--- src/rtl/sdr_map.svh ---
// constants for the superscalar dispatch and retire control
//
// Summary of operation
// - dispatch only from instr queue slots zero, one
// - two non-branch dispatches per cycle, plus branch
// - one new instruction per unit per cycle
// - target unit needs a free slot
// - rename register for every destination operand
// - no free retire slot, instruction waits
// - simple integer results usable next cycle
// - multiply and divide only on full unit
// - multiply and divide hold full unit several cycles
// - exception cancels younger work, redirects fetch
// - two retire per cycle, slots zero/one, ordered
// - instruction queue has six entries
// - retire queue has six entries
// - retire at end of last complete cycle
// - dispatch takes no cycle of its own
// - retire slot given at dispatch, kept till retire
// - float three stages, load/store pipelined
// - load/store may wait before write-back
// - fetch stage ends at dispatch
// - execute spans dispatch until leaving unit
// - dispatch strictly in program order
// - only link/count branches take retire slot
`ifndef SDR_MAP_SVH
`define SDR_MAP_SVH

// ----------------------------------------------------------------
// queue sizes and rates
// ----------------------------------------------------------------
`define SDR_IQ_DEPTH      6
`define SDR_CQ_DEPTH      6
`define SDR_DISP_SLOTS    2
`define SDR_RETIRE_SLOTS  2
`define SDR_NONBR_MAX     2
`define SDR_FETCH_MAX     4

// ----------------------------------------------------------------
// unit timing
// ----------------------------------------------------------------
`define SDR_FPU_STAGES    3
`define SDR_LSU_STAGES    2
`define SDR_INT_STAGES    1
`define SDR_MULDIV_CYCLES 4

// ----------------------------------------------------------------
// widths and unit indices
// ----------------------------------------------------------------
`define SDR_ID_W          4
`define SDR_CNT_W         3
`define SDR_NUM_TRK       5
`define SDR_NUM_UNITS     6
`define SDR_U_FULL        0
`define SDR_U_SIMPLE      1
`define SDR_U_FLOAT       2
`define SDR_U_LSU         3
`define SDR_U_SYS         4
`define SDR_U_BRANCH      5

`endif

--- src/rtl/sdr_pkg.sv ---
// types shared by the dispatch and retire control
`include "sdr_map.svh"

package sdr_pkg;

	typedef enum logic [2:0] {
		SDR_CLS_INT,
		SDR_CLS_MULDIV,
		SDR_CLS_FLOAT,
		SDR_CLS_LS,
		SDR_CLS_SYS,
		SDR_CLS_BR_LINK,
		SDR_CLS_BR_PLAIN
	} sdr_class_t;

	typedef enum logic {
		SDR_RUN,
		SDR_WAIT
	} sdr_mode_t;

	typedef struct packed {
		logic                 v;
		sdr_class_t           cls;
		logic [1:0]           dests;
	} sdr_iq_ent_t;

	typedef struct packed {
		logic                 v;
		logic                 done;
		logic                 exc;
		logic [1:0]           dests;
		logic [`SDR_ID_W-1:0] id;
	} sdr_cq_ent_t;

	typedef struct packed {
		logic                  v;
		logic [`SDR_ID_W-1:0]  id;
		logic [`SDR_CNT_W-1:0] cnt;
	} sdr_stage_t;

endpackage

--- src/rtl/sdr_unit_track.sv ---
// occupancy tracker of one execution unit pipeline
`timescale 1ns/10ps
`include "sdr_map.svh"

module sdr_unit_track
	import sdr_pkg::*;
#(
	parameter int STAGES = 1
) (
	// clock and reset
	input  wire logic                  clock,
	input  wire logic                  rst,
	// issue from dispatch
	input  wire logic                  issue,
	input  wire logic [`SDR_ID_W-1:0]  issue_id,
	input  wire logic [`SDR_CNT_W-1:0] issue_cycles,
	// unit side
	input  wire logic                  ext_hold,
	input  wire logic                  flush,
	// status
	output logic                       vacant,
	output logic                       finish,
	output logic [`SDR_ID_W-1:0]       finish_id
);

	typedef struct packed {
		sdr_stage_t [STAGES-1:0] st;
	} sdr_trk_state_t;

	sdr_trk_state_t s;
	sdr_trk_state_t nx;
	logic [STAGES-1:0] moving;

	// ----------------------------------------------------------------
	// stage movement
	// ----------------------------------------------------------------
	always_comb begin
		nx = s;
		moving[STAGES-1] = s.st[STAGES-1].v && (s.st[STAGES-1].cnt == '0) && !ext_hold;
		for (int i = STAGES - 2; i >= 0; i--) begin
			moving[i] = s.st[i].v && (!s.st[i+1].v || moving[i+1]);
		end
		if (s.st[STAGES-1].v && s.st[STAGES-1].cnt != '0) begin
			nx.st[STAGES-1].cnt = s.st[STAGES-1].cnt - 1'b1;
		end
		for (int i = 0; i < STAGES; i++) begin
			if (moving[i]) begin
				nx.st[i].v = 1'b0;
			end
		end
		for (int i = 1; i < STAGES; i++) begin
			if (moving[i-1]) begin
				nx.st[i] = s.st[i-1];
			end
		end
		if (issue) begin
			nx.st[0].v = 1'b1;
			nx.st[0].id = issue_id;
			nx.st[0].cnt = issue_cycles;
		end
		if (flush) begin
			nx = '0;
		end
		vacant = !s.st[0].v || moving[0];
		finish = moving[STAGES-1];
		finish_id = s.st[STAGES-1].id;
	end

	always_ff @(posedge clock) begin
		if (rst) begin
			s <= '0;
		end else begin
			s <= nx;
		end
	end

endmodule // sdr_unit_track

--- src/rtl/sdr_dispatch_retire.sv ---
// dispatch, retire queue and exception flush of the master pipeline
`timescale 1ns/10ps
`include "sdr_map.svh"

module sdr_dispatch_retire
	import sdr_pkg::*;
#(
	parameter int IQ_D   = `SDR_IQ_DEPTH,
	parameter int CQ_D   = `SDR_CQ_DEPTH,
	parameter int FETCH  = `SDR_FETCH_MAX,
	parameter int REN_W  = 3
) (
	// clock and reset
	input  wire logic                                    clock,
	input  wire logic                                    rst,
	// fetcher
	input  wire logic [2:0]                              fetch_count,
	input  wire sdr_class_t [FETCH-1:0]                  fetch_cls,
	input  wire logic [FETCH-1:0][1:0]                   fetch_dests,
	output logic [2:0]                                   iq_free_count,
	output logic                                         fetch_redirect,
	// rename registers
	input  wire logic [REN_W-1:0]                        rename_free,
	output logic [2:0]                                   rename_alloc,
	output logic [2:0]                                   rename_commit,
	output logic                                         rename_discard,
	// execution units
	input  wire logic [`SDR_NUM_TRK-1:0]                 unit_hold,
	input  wire logic [`SDR_NUM_TRK-1:0]                 unit_exc,
	output logic [`SDR_NUM_UNITS-1:0]                    disp_valid,
	output logic [`SDR_NUM_UNITS-1:0][`SDR_ID_W-1:0]     disp_id,
	output logic [`SDR_NUM_TRK-1:0]                      unit_done,
	output logic                                         pipe_flush,
	// retirement
	output logic [`SDR_RETIRE_SLOTS-1:0]                 retire_valid,
	output logic [`SDR_RETIRE_SLOTS-1:0][`SDR_ID_W-1:0]  retire_id
);

	// tracked units exclude the branch unit, which has no pipe
	localparam int NT = `SDR_NUM_TRK;
	localparam int NU = `SDR_NUM_UNITS;
	localparam int BR = `SDR_U_BRANCH;

	// the block state apart from the unit trackers, outputs included, in one register
	typedef struct packed {
		sdr_iq_ent_t [IQ_D-1:0]                      iq;
		sdr_cq_ent_t [CQ_D-1:0]                      cq;
		logic [`SDR_ID_W-1:0]                        next_id;
		sdr_mode_t                                   mode;
		logic [2:0]                                  iq_free;
		logic [NU-1:0]                               disp_v;
		logic [NU-1:0][`SDR_ID_W-1:0]                disp_id;
		logic [NT-1:0]                               done;
		logic [2:0]                                  ren_alloc;
		logic [2:0]                                  ren_commit;
		logic                                        ren_discard;
		logic                                        redirect;
		logic                                        flush;
		logic [`SDR_RETIRE_SLOTS-1:0]                ret_v;
		logic [`SDR_RETIRE_SLOTS-1:0][`SDR_ID_W-1:0] ret_id;
	} sdr_state_t;

	sdr_state_t s;
	sdr_state_t nx;

	logic [NU-1:0]                unit_free;
	logic [NT-1:0]                trk_fin;
	logic [NT-1:0][`SDR_ID_W-1:0] trk_fin_id;
	logic [`SDR_CNT_W-1:0]        muldiv_cyc;

	sdr_cq_ent_t [CQ_D-1:0] cq_w;
	sdr_cq_ent_t [CQ_D-1:0] cq_n;
	sdr_iq_ent_t [IQ_D-1:0] iq_n;
	logic [NU-1:0]          used;
	logic                   go;
	logic                   ok;
	logic                   need_cq;
	logic                   exc_hit;
	int                     ret_n;
	int                     pop;
	int                     nonbr;
	int                     cq_top;
	int                     iq_top;
	int                     ren_left;
	int                     ren_ret;
	int                     ren_use;
	int                     tgt;

	// ----------------------------------------------------------------
	// execution unit trackers
	// ----------------------------------------------------------------
	// the branch unit resolves at once, so it is always free
	assign unit_free[BR] = 1'b1;

	// trackers are fed from nx so a unit owns its instruction from the
	// dispatch edge itself; a registered issue would cost a cycle
	generate
		for (genvar g = 0; g < NT; g++) begin : g_trk
			// float and load/store are deeper pipes
			localparam int ST = (g == `SDR_U_FLOAT) ? `SDR_FPU_STAGES :
			                    (g == `SDR_U_LSU)   ? `SDR_LSU_STAGES : `SDR_INT_STAGES;
			sdr_unit_track #(
				.STAGES       (ST)
			) u_trk (
				.clock        (clock),
				.rst          (rst),
				.issue        (nx.disp_v[g]),
				.issue_id     (nx.disp_id[g]),
				.issue_cycles ((g == `SDR_U_FULL) ? muldiv_cyc : '0),
				// memory waits stretch the last stage
				.ext_hold     (unit_hold[g]),
				.flush        (nx.flush),
				.vacant       (unit_free[g]),
				.finish       (trk_fin[g]),
				.finish_id    (trk_fin_id[g])
			);
		end
	endgenerate

	// ----------------------------------------------------------------
	// next state
	// ----------------------------------------------------------------
	always_comb begin
		nx = s;
		// every pulse drops unless set again below
		nx.disp_v = '0;
		nx.ret_v = '0;
		nx.redirect = 1'b0;
		nx.flush = 1'b0;
		nx.ren_discard = 1'b0;
		nx.ren_alloc = '0;
		// finish pulse one cycle after the tracker finish
		nx.done = trk_fin;
		// scratch values of this pass
		cq_w = s.cq;
		cq_n = '0;
		iq_n = '0;
		used = '0;
		exc_hit = 1'b0;
		ok = 1'b0;
		need_cq = 1'b0;
		ret_n = 0;
		pop = 0;
		nonbr = 0;
		cq_top = 0;
		iq_top = 0;
		ren_ret = 0;
		ren_use = 0;
		ren_left = int'(rename_free);
		tgt = 0;
		muldiv_cyc = '0;

		// units report finish into their retire entries
		// status counts only in the finish cycle, so units need not hold it
		for (int k = 0; k < CQ_D; k++) begin
			for (int u = 0; u < NT; u++) begin
				if (trk_fin[u] && s.cq[k].v && s.cq[k].id == trk_fin_id[u]) begin
					cq_w[k].done = 1'b1;
					cq_w[k].exc = unit_exc[u];
				end
			end
		end

		// oldest two entries, stop at first not done
		// retire only on entries already marked done
		// an entry that is not done stops the one behind it
		go = (s.mode == SDR_RUN);
		for (int k = 0; k < `SDR_RETIRE_SLOTS; k++) begin
			if (go && s.cq[k].v && s.cq[k].done) begin
				if (s.cq[k].exc) begin
					exc_hit = 1'b1;
					go = 1'b0;
				end else begin
					nx.ret_v[k] = 1'b1;
					nx.ret_id[k] = s.cq[k].id;
					ren_ret = ren_ret + int'(s.cq[k].dests);
					ret_n = ret_n + 1;
				end
			end else begin
				go = 1'b0;
			end
		end
		nx.ren_commit = 3'(ren_ret);

		// the excepting entry is dropped, never shown as retired;
		// fetches offered in this cycle are lost as well
		if (exc_hit) begin
			nx.cq = '0;
			nx.iq = '0;
			nx.redirect = 1'b1;
			nx.flush = 1'b1;
			nx.ren_discard = 1'b1;
			nx.mode = SDR_WAIT;
			nx.iq_free = 3'(IQ_D);
		end else begin
			for (int k = 0; k < CQ_D; k++) begin
				if (k + ret_n < CQ_D) begin
					cq_n[k] = cq_w[k+ret_n];
				end
				if (cq_n[k].v) begin
					cq_top = k + 1;
				end
			end

			// only the two lowest entries are looked at
			// a refused slot blocks the one behind it
			go = (s.mode == SDR_RUN);
			for (int k = 0; k < `SDR_DISP_SLOTS; k++) begin
				if (go && s.iq[k].v) begin
					ok = 1'b1;
					need_cq = 1'b1;
					case (s.iq[k].cls)
						// plain integer prefers the simple unit
						SDR_CLS_INT: begin
							if (unit_free[`SDR_U_SIMPLE] && !used[`SDR_U_SIMPLE]) begin
								tgt = `SDR_U_SIMPLE;
							end else begin
								tgt = `SDR_U_FULL;
							end
						end
						// multiply and divide steered to full unit
						SDR_CLS_MULDIV: tgt = `SDR_U_FULL;
						SDR_CLS_FLOAT: tgt = `SDR_U_FLOAT;
						SDR_CLS_LS: tgt = `SDR_U_LSU;
						SDR_CLS_SYS: tgt = `SDR_U_SYS;
						SDR_CLS_BR_LINK: tgt = BR;
						// plain branches take no retire slot
						SDR_CLS_BR_PLAIN: begin
							tgt = BR;
							need_cq = 1'b0;
						end
						default: begin
							tgt = BR;
							ok = 1'b0;
						end
					endcase
					// one per unit, unit must have room
					ok = ok && unit_free[tgt] && !used[tgt];
					// branch is on top of the two others
					ok = ok && (tgt == BR || nonbr < `SDR_NONBR_MAX);
					// slots freed by this cycle's retirement are already counted
					// stays queued without a retire slot
					ok = ok && (!need_cq || cq_top < CQ_D);
					ok = ok && (int'(s.iq[k].dests) <= ren_left);
					if (ok) begin
						used[tgt] = 1'b1;
						pop = pop + 1;
						if (tgt != BR) begin
							nonbr = nonbr + 1;
						end
						// unit takes it at the same edge
						nx.disp_v[tgt] = 1'b1;
						nx.disp_id[tgt] = nx.next_id;
						ren_left = ren_left - int'(s.iq[k].dests);
						ren_use = ren_use + int'(s.iq[k].dests);
						if (s.iq[k].cls == SDR_CLS_MULDIV) begin
							// several cycles in execute
							// only the full unit ever sees a nonzero count
							muldiv_cyc = `SDR_CNT_W'(`SDR_MULDIV_CYCLES - 1);
						end
						if (need_cq) begin
							// slot given now, held until retire
							cq_n[cq_top].v = 1'b1;
							cq_n[cq_top].done = (tgt == BR);
							cq_n[cq_top].exc = 1'b0;
							cq_n[cq_top].dests = s.iq[k].dests;
							cq_n[cq_top].id = nx.next_id;
							cq_top = cq_top + 1;
							// plain branches show the tag without using it up
							nx.next_id = nx.next_id + 1'b1;
						end
					end else begin
						go = 1'b0;
					end
				end else begin
					go = 1'b0;
				end
			end
			nx.cq = cq_n;
			nx.ren_alloc = 3'(ren_use);

			// resume once redirected work has arrived
			// retire is idle in wait mode too; the queue is empty then
			if (s.mode == SDR_WAIT && s.iq[0].v) begin
				nx.mode = SDR_RUN;
			end

			// dispatched entries leave the fetch queue
			// dispatch pops first, then new fetches fill behind
			for (int k = 0; k < IQ_D; k++) begin
				if (k + pop < IQ_D) begin
					iq_n[k] = s.iq[k+pop];
				end
				if (iq_n[k].v) begin
					iq_top = k + 1;
				end
			end
			// new fetches fill the six entries in order
			for (int j = 0; j < FETCH; j++) begin
				if (j < int'(fetch_count) && iq_top < IQ_D) begin
					iq_n[iq_top].v = 1'b1;
					iq_n[iq_top].cls = fetch_cls[j];
					iq_n[iq_top].dests = fetch_dests[j];
					iq_top = iq_top + 1;
				end
			end
			nx.iq = iq_n;
			nx.iq_free = 3'(IQ_D - iq_top);
		end
	end

	// ----------------------------------------------------------------
	// state register
	// ----------------------------------------------------------------
	always_ff @(posedge clock) begin
		if (rst) begin
			s <= '0;
			// queue starts empty, so every entry is free
			s.iq_free <= 3'(IQ_D);
		end else begin
			s <= nx;
		end
	end

	// ----------------------------------------------------------------
	// outputs
	// ----------------------------------------------------------------
	// every output is a plain copy of the state register
	assign iq_free_count  = s.iq_free;
	assign fetch_redirect = s.redirect;
	assign rename_alloc   = s.ren_alloc;
	assign rename_commit  = s.ren_commit;
	assign rename_discard = s.ren_discard;
	assign disp_valid     = s.disp_v;
	assign disp_id        = s.disp_id;
	assign unit_done      = s.done;
	assign pipe_flush     = s.flush;
	assign retire_valid   = s.ret_v;
	assign retire_id      = s.ret_id;

endmodule // sdr_dispatch_retire

--- config.mk ---
export PLATFORM = sky130hd
export DESIGN_NAME = sdr_dispatch_retire
export DESIGN_NICKNAME = d
export VERILOG_FILES = /design/src/rtl/sdr_pkg.sv /design/src/rtl/sdr_unit_track.sv /design/src/rtl/sdr_dispatch_retire.sv
export VERILOG_INCLUDE_DIRS = /design/src /design/src/rtl
export SDC_FILE = /design/constraint.sdc
export NUM_CORES = 1
export LEC_CHECK = 0
export ABC_AREA = 1
export BUFFER_PORTS_ARGS = -buffer_cell sky130_fd_sc_hd__buf_2
export CAP_MARGIN = 10
export CORE_MARGIN = 3
export CORE_UTILIZATION = 25
export CTS_BUF_LIST = sky130_fd_sc_hd__clkbuf_4
export DETAILED_ROUTE_END_ITERATION = 12
export PLACE_DENSITY = 0.48
export SLEW_MARGIN = 20
export SYNTH_ARGS = -nofsm -noshare
export SYNTH_HDL_FRONTEND = slang
export SYNTH_SLANG_ARGS = --single-unit
--- constraint.sdc ---
create_clock -name clock -period 8.4 [get_ports clock]
set_input_delay 1.26 -clock clock [delete_from_list [all_inputs] [get_ports clock]]
set_output_delay 1.26 -clock clock [all_outputs]
set_load 0.01 [all_outputs]
# == Yosys cells after proc, flatten, opt, wreduce, memory -nomap -nowiden ==
# Memories as Yosys holds them, arrays and structs flattened.
# Index checks and enable logic that the tools add are counted.
# word_totals
memories,1
rom_bits,8
latchBits,0
regBits,207
inputBits,38
ram_bits,0
# op_classes
eq_ne,45
n_mul,0
addsub,28
div,0
order_cmp,53
shift,0
n_mux,321
n_bitwise,6
n_reduce_logical,170
# memory_table
name,depth,word_bits,read_ports,rd_ports_with_merged_regs,wr,line,source
(no name shown),8,1,1,0,0,sdr_dispatch_retire.sv:238,ok = ok && unit_free[tgt] && !used[tgt];
# op_table
cell,n
$mux 32,36
$lt 32x5->1 const B,20
$lt 32x4->1 const B,18
$bwmux 54,10
$bwmux 36,12
$mux 54,7
$pmux 32 s5,2
$demux 9 s3,10
$ge 32x1->1 const B,8
$mux 36,7
$mux 9,26
$demux 6 s3,12
$mux 6,33
$add 32x2->32 const B,6
$bmux 9 s3,6
$mux 30,5
$add 3x32->32 const A,4
$add 4x32->32 const A,4
$eq 4x4->1,30
$bmux 6 s3,6
$logic_and 1x1->1,107
$mux 2,41
$mux 8,10
$add 2x32->32 const A,2
38 further kinds,201

# == Longest topological paths before layout ==
# depth
depth_word,81
mapped_depth,70
ltp_nobuf,64

# == By module ==
# A second synthesis with hierarchy kept.
# unflattened
cells_unflattened,2647
area_unflattened_um2,16532.1
# modules_own_cells
mod,cells_each,instances,area_per_inst_um2
sdr_dispatch_retire,2235,1,13476.7
sdr_unit_track (g_trk[0].u_trk ...),59,3,422.9
sdr_unit_track (g_trk[2].u_trk),142,1,1066.0
sdr_unit_track (g_trk[3].u_trk),93,1,720.7

# == Least setup slack after synthesis ==
# Ideal clock, no wire load.
# synth_path
path_type,register to register
start,"register s, in the netlist cq_w[8]"
end,"register s, in the netlist iq_free_count[2]"
path_stages_with_launch,63
t_arrival_ns,8.649
slack_ns,-0.372
setup_ns,0.123
t_required_ns,8.277
cell_sequence,dfxtp_1 nand2_2 nor3_2 clkbuf_1 ha_1 inv_1 nand3_1 nand3_2 clkbuf_1 clkbuf_1 ha_1 clkbuf_1 nand3_2 nor2_4 nand3_4 nand3_4 buf_6 mux2i_1 [... 27 more ...] inv_2 nand2_4 nand2_4 nor2_2 nor2_4 ha_1 nand3_1 nand2_1 ha_1 nor2_1 a21oi_1 ha_1 inv_1 nand2_1 nand2_1 inv_1 nand2_1 nand3_1
# synth_between
elab_chain_len,71
word_cells_on_any_way,183
# synth_lines
item,line,source
start: declaration,sdr_dispatch_retire.sv:63,sdr_state_t s;
start signal: assignment,sdr_dispatch_retire.sv:321,s <= nx;
"parallel branches: the longest is 71 deep, another holds $add 32x2->32",--,
# Several ways; the timed one is not identified. The select of a mux whose other input is x is not followed.
# A chain may end at the register's enable or synchronous reset.

# == Worst setup path in the final report ==
# Same ends and word-level chain as after synthesis.

==> run_results.csv <==
group,metric,value,unit
setup_path,cp.required,9.02,ns
floorplanning,die_h,256,µm
placed_design,place.gp.congestion,0.988,
synth,synth_area,0.0156,mm²
setup_path,critPathMostFrequentCell,"ha_1",
placed_design,pre_cts_slack,-0.0208,ns
setup_path,rrSetupSlack,0.57,ns
finish,nNetsFinal,2621,
drt,firstDrtPassIters,6,
finish,fin_cells,3434,
power_and_ir_drop,p_leak,7.97,nW
drt,drtIter0Drc,1559,
floorplanning,die_w,256,µm
setup_path,critPathLaunchType,"flip-flop",
synth,synth_top_area_share,26.3,%
setup_path,critPathSlowestCell,"dfxtp_1",
setup_path,critical_path_peak_fanout,18,
placed_design,placed_cell_area,0.0167,mm²
placed_design,io_buffer_count,94,
setup_path,path_class,"flip-flop to flip-flop",
power_and_ir_drop,power_frac_seq,20.1,%
floorplanning,core-area,0.0610,mm²
finish,drive_above_1_share,14.1,%
global_route,track_usage,21.2,%
sta,setup_ws,0.571,ns
setup_path,slowest_delay,0.41,ns
finish,layout.area.seq,0.00411,mm²
synth,syn_inst,2494,
sta,fin_tns_setup,0,ns
floorplanning,io_pins,95,
finish,area_growth,13.1,%
clock_network,clock_sinks,205,
sta,drv_slew,0,
sta,rsz0062_at_grt,"false",
synth,synth_edf_count,0,
sta,relSlewSlack,19.6,%
power_and_ir_drop,pwr-share-clk,15.9,%
worst_hold_path,hold_path_class,"flip-flop to flip-flop",
synth,synth_top_area_cell,"dfxtp_1",
drt,wire_per_inst,21.0,µm
global_route,grt_first_pass_wirelength,106000,µm
finish,fillers,6954,
sta,hold_viol_final,0,
global_route,gr-total-overflow,0,
synth,syn_avg_cell_area,6.26,µm²
clock_network,h-tree-depth,3,
synth,ys.flop_type,"dfxtp_1",
power_and_ir_drop,comb_power_share,64.0,%
drt,ant_nets,0,
sta,period_share,93.2,%
job,drv_cap,0,
sta,min_period,7.83,ns
synth,synth_async_sr_flop_share,0,%
outcome,status,"finished clean",
synth,synth_common_cells,"499 x nand2_1, 344 x o21ai_0, 292 x inv_1",
clock_network,clock_latency,0.86,ns
finish,multiInputGateArea,0.00946,mm²
floorplanning,die-area,0.0655,mm²
clock_network,holdBufCountCts,0,
placed_design,dp_cells,3302,
setup_path,crit_arrival,8.45,ns
drt,vias,17600,
synth,synth_area_leaders,"dfxtp_1 26%, nand2_1 12%, o21ai_0 11%, inv_1 7.0%, nor2_1 6.8%",
synth,syn-num-nets,2565,
finish,final_area,0.0177,mm²
floorplanning,start_util,25.6,%
drt,wl,72100,µm
sta,fmax,0.128,GHz
synth,synth.most_common_cell,"nand2_1",
setup_path,critPathTopFamily,"simple AND/OR/NAND/NOR gates",
sta,setup_viol,0,
clock_network,cts_root_buf,"clkbuf_4",
clock_network,clock_path_buffers,3,
power_and_ir_drop,p_int,3.11,mW
power_and_ir_drop,power_density,387,mW/mm²
clock_network,cts_buffers,66,
synth,ys_seq_elements,205,
global_route,grt_max_degree,85,
drt,via_per_inst,5.14,
setup_path,cp-end-kind,"flip-flop",
global_route,grt_pass1_vias,16800,
sta,clock_skew,0.0993,ns
sta,tightest_slew,1.20,ns
power_and_ir_drop,swShare,54.5,%
clock_network,path_clk_slew,0.07,ns
power_and_ir_drop,ir_worst_vdd,315,µV
sta,holdWs,0.443,ns
synth,ys_warn_count,0,
synth,ys_types,61,
floorplanning,std_cell_rows,90,
power_and_ir_drop,power_switching,3.73,mW
placed_design,hpwl,53700,µm
global_route,antenna_found_initial,3,
drt,drc,0,
clock_network,cts_tree,"done",
synth,synth_seq_area_share,26.3,%
setup_path,worstPathBufferInverterCount,9,
metrics by stage:
step | utilization, % | total power, mW
2_1_floorplan | - | 4.51
3_3_place_gp | 27.3 | 5.68
3_5_place_dp | 27.3 | 5.68
4_1_cts | 28.7 | 6.82
5_1_grt | 28.9 | 7.47
6_report | 28.9 | 6.84
area by class of cell:
class / count / area share, %
multi-input cells: 1801 / 53.6
flip-flops and latches: 205 / 23.3
inverters: 317 / 6.78
well taps: 828 / 5.87
repair buffers: 159 / 5.60
clock buffers: 93 / 3.95
clock inverters: 26 / 0.872
diodes: 5 / 0.0709
per-layer routing:
metal	GRT usage (%)	vias up	part of all wire (%)
li1	-	8452	-
met5	0	-	0
met3	3.92	203	6.9
met1	26.2	8233	42
met4	12.6	0	6.3
met2	34.4	761	45
power by group through the flow:
stage	clock network (mW)	registers [mW]	logic, mW
finish	1.09	1.37	4.37
global route	1.18	1.38	4.90
CTS	1.13	1.37	4.31
detailed placement	0	1.39	4.29
global placement	0	1.40	4.29
floorplan	0	1.24	3.27
registers in the layout (all words and copies together) (netlist names), 2 cells and up:
signal	cells
cq_w	42
disp_id	24
disp_valid	6
g_trk.u_trk.finish_id	20
g_trk.u_trk.s	35
iq_free_count	3
rename_alloc	3
rename_commit	3
retire_id	8
retire_valid	2
s	53
unit_done	5
logic make-up (layout without fill, tap and decap cells):
| kind of cell | count (synthesis) | count (layout) | share of synthesized area (%) |
|---|---|---|---|
| other | 0 | 5 | 0 |
| and+or+nand+nor | 1012 | 1012 | 28.6 |
| buffers and inverters | 488 | 595 | 13.4 |
| xor gates and xnor gates | 32 | 32 | 1.84 |
| AOI/OAI and AO/OA | 710 | 710 | 26.1 |
| DFF | 205 | 205 | 26.3 |
| muxes | 14 | 14 | 0.898 |
| adders and majority gates | 33 | 33 | 2.79 |
worst reg2reg max path: cells and delay by family (launching register included):
| kind | cells | cell delay, ns |
|---|---|---|
| flops | 1 | 0.41 |
| fa+ha+maj | 8 | 2.12 |
| buf+inv | 9 | 0.77 |
| compound gates | 8 | 1.06 |
| simple gates | 28 | 3.13 |
| mux | 1 | 0.20 |
layout by cell type (no fill, tap or decap), types with 7 or more instances in the layout:
master	instances
a21oi_1	135
inv_2	14
nand2_2	19
o2111ai_1	16
o21ai_1	32
nor2_2	8
mux2i_1	14
nand2_1	498
xor2_1	20
ha_1	28
buf_2	94
nor4_1	17
a211oi_1	32
nand3_2	10
nand4_1	19
o21ai_0	343
a221oi_1	21
clkbuf_4	93
dfxtp_1	204
nor2_4	12
nor2_1	281
inv_1	292
o211ai_1	51
clkinv_1	24
or2_2	8
nand2_4	11
o221ai_1	7
nor3_1	27
xnor2_1	11
a31oi_1	10
nand3_1	79
buf_4	63
o22ai_1	40
path summary, 6_finish.rpt:
path,end,start,cells past startpoint
min,retire_id[5],retire_id[5],2
max,iq_free_count[2],cq_w[8],54
max reg2reg,iq_free_count[2],cq_w[8],54
min reg2reg,retire_id[5],retire_id[5],2
what timing repair did:
| action | 4_1_cts | 5_1_grt |
|---|---|---|
| setup endpoints to repair | 0 | 26 |
| resized for setup | 0 | 12 |
| buffers inserted | 0 | 7 |
No activity file was read; power rests on OpenSTA's default activity.
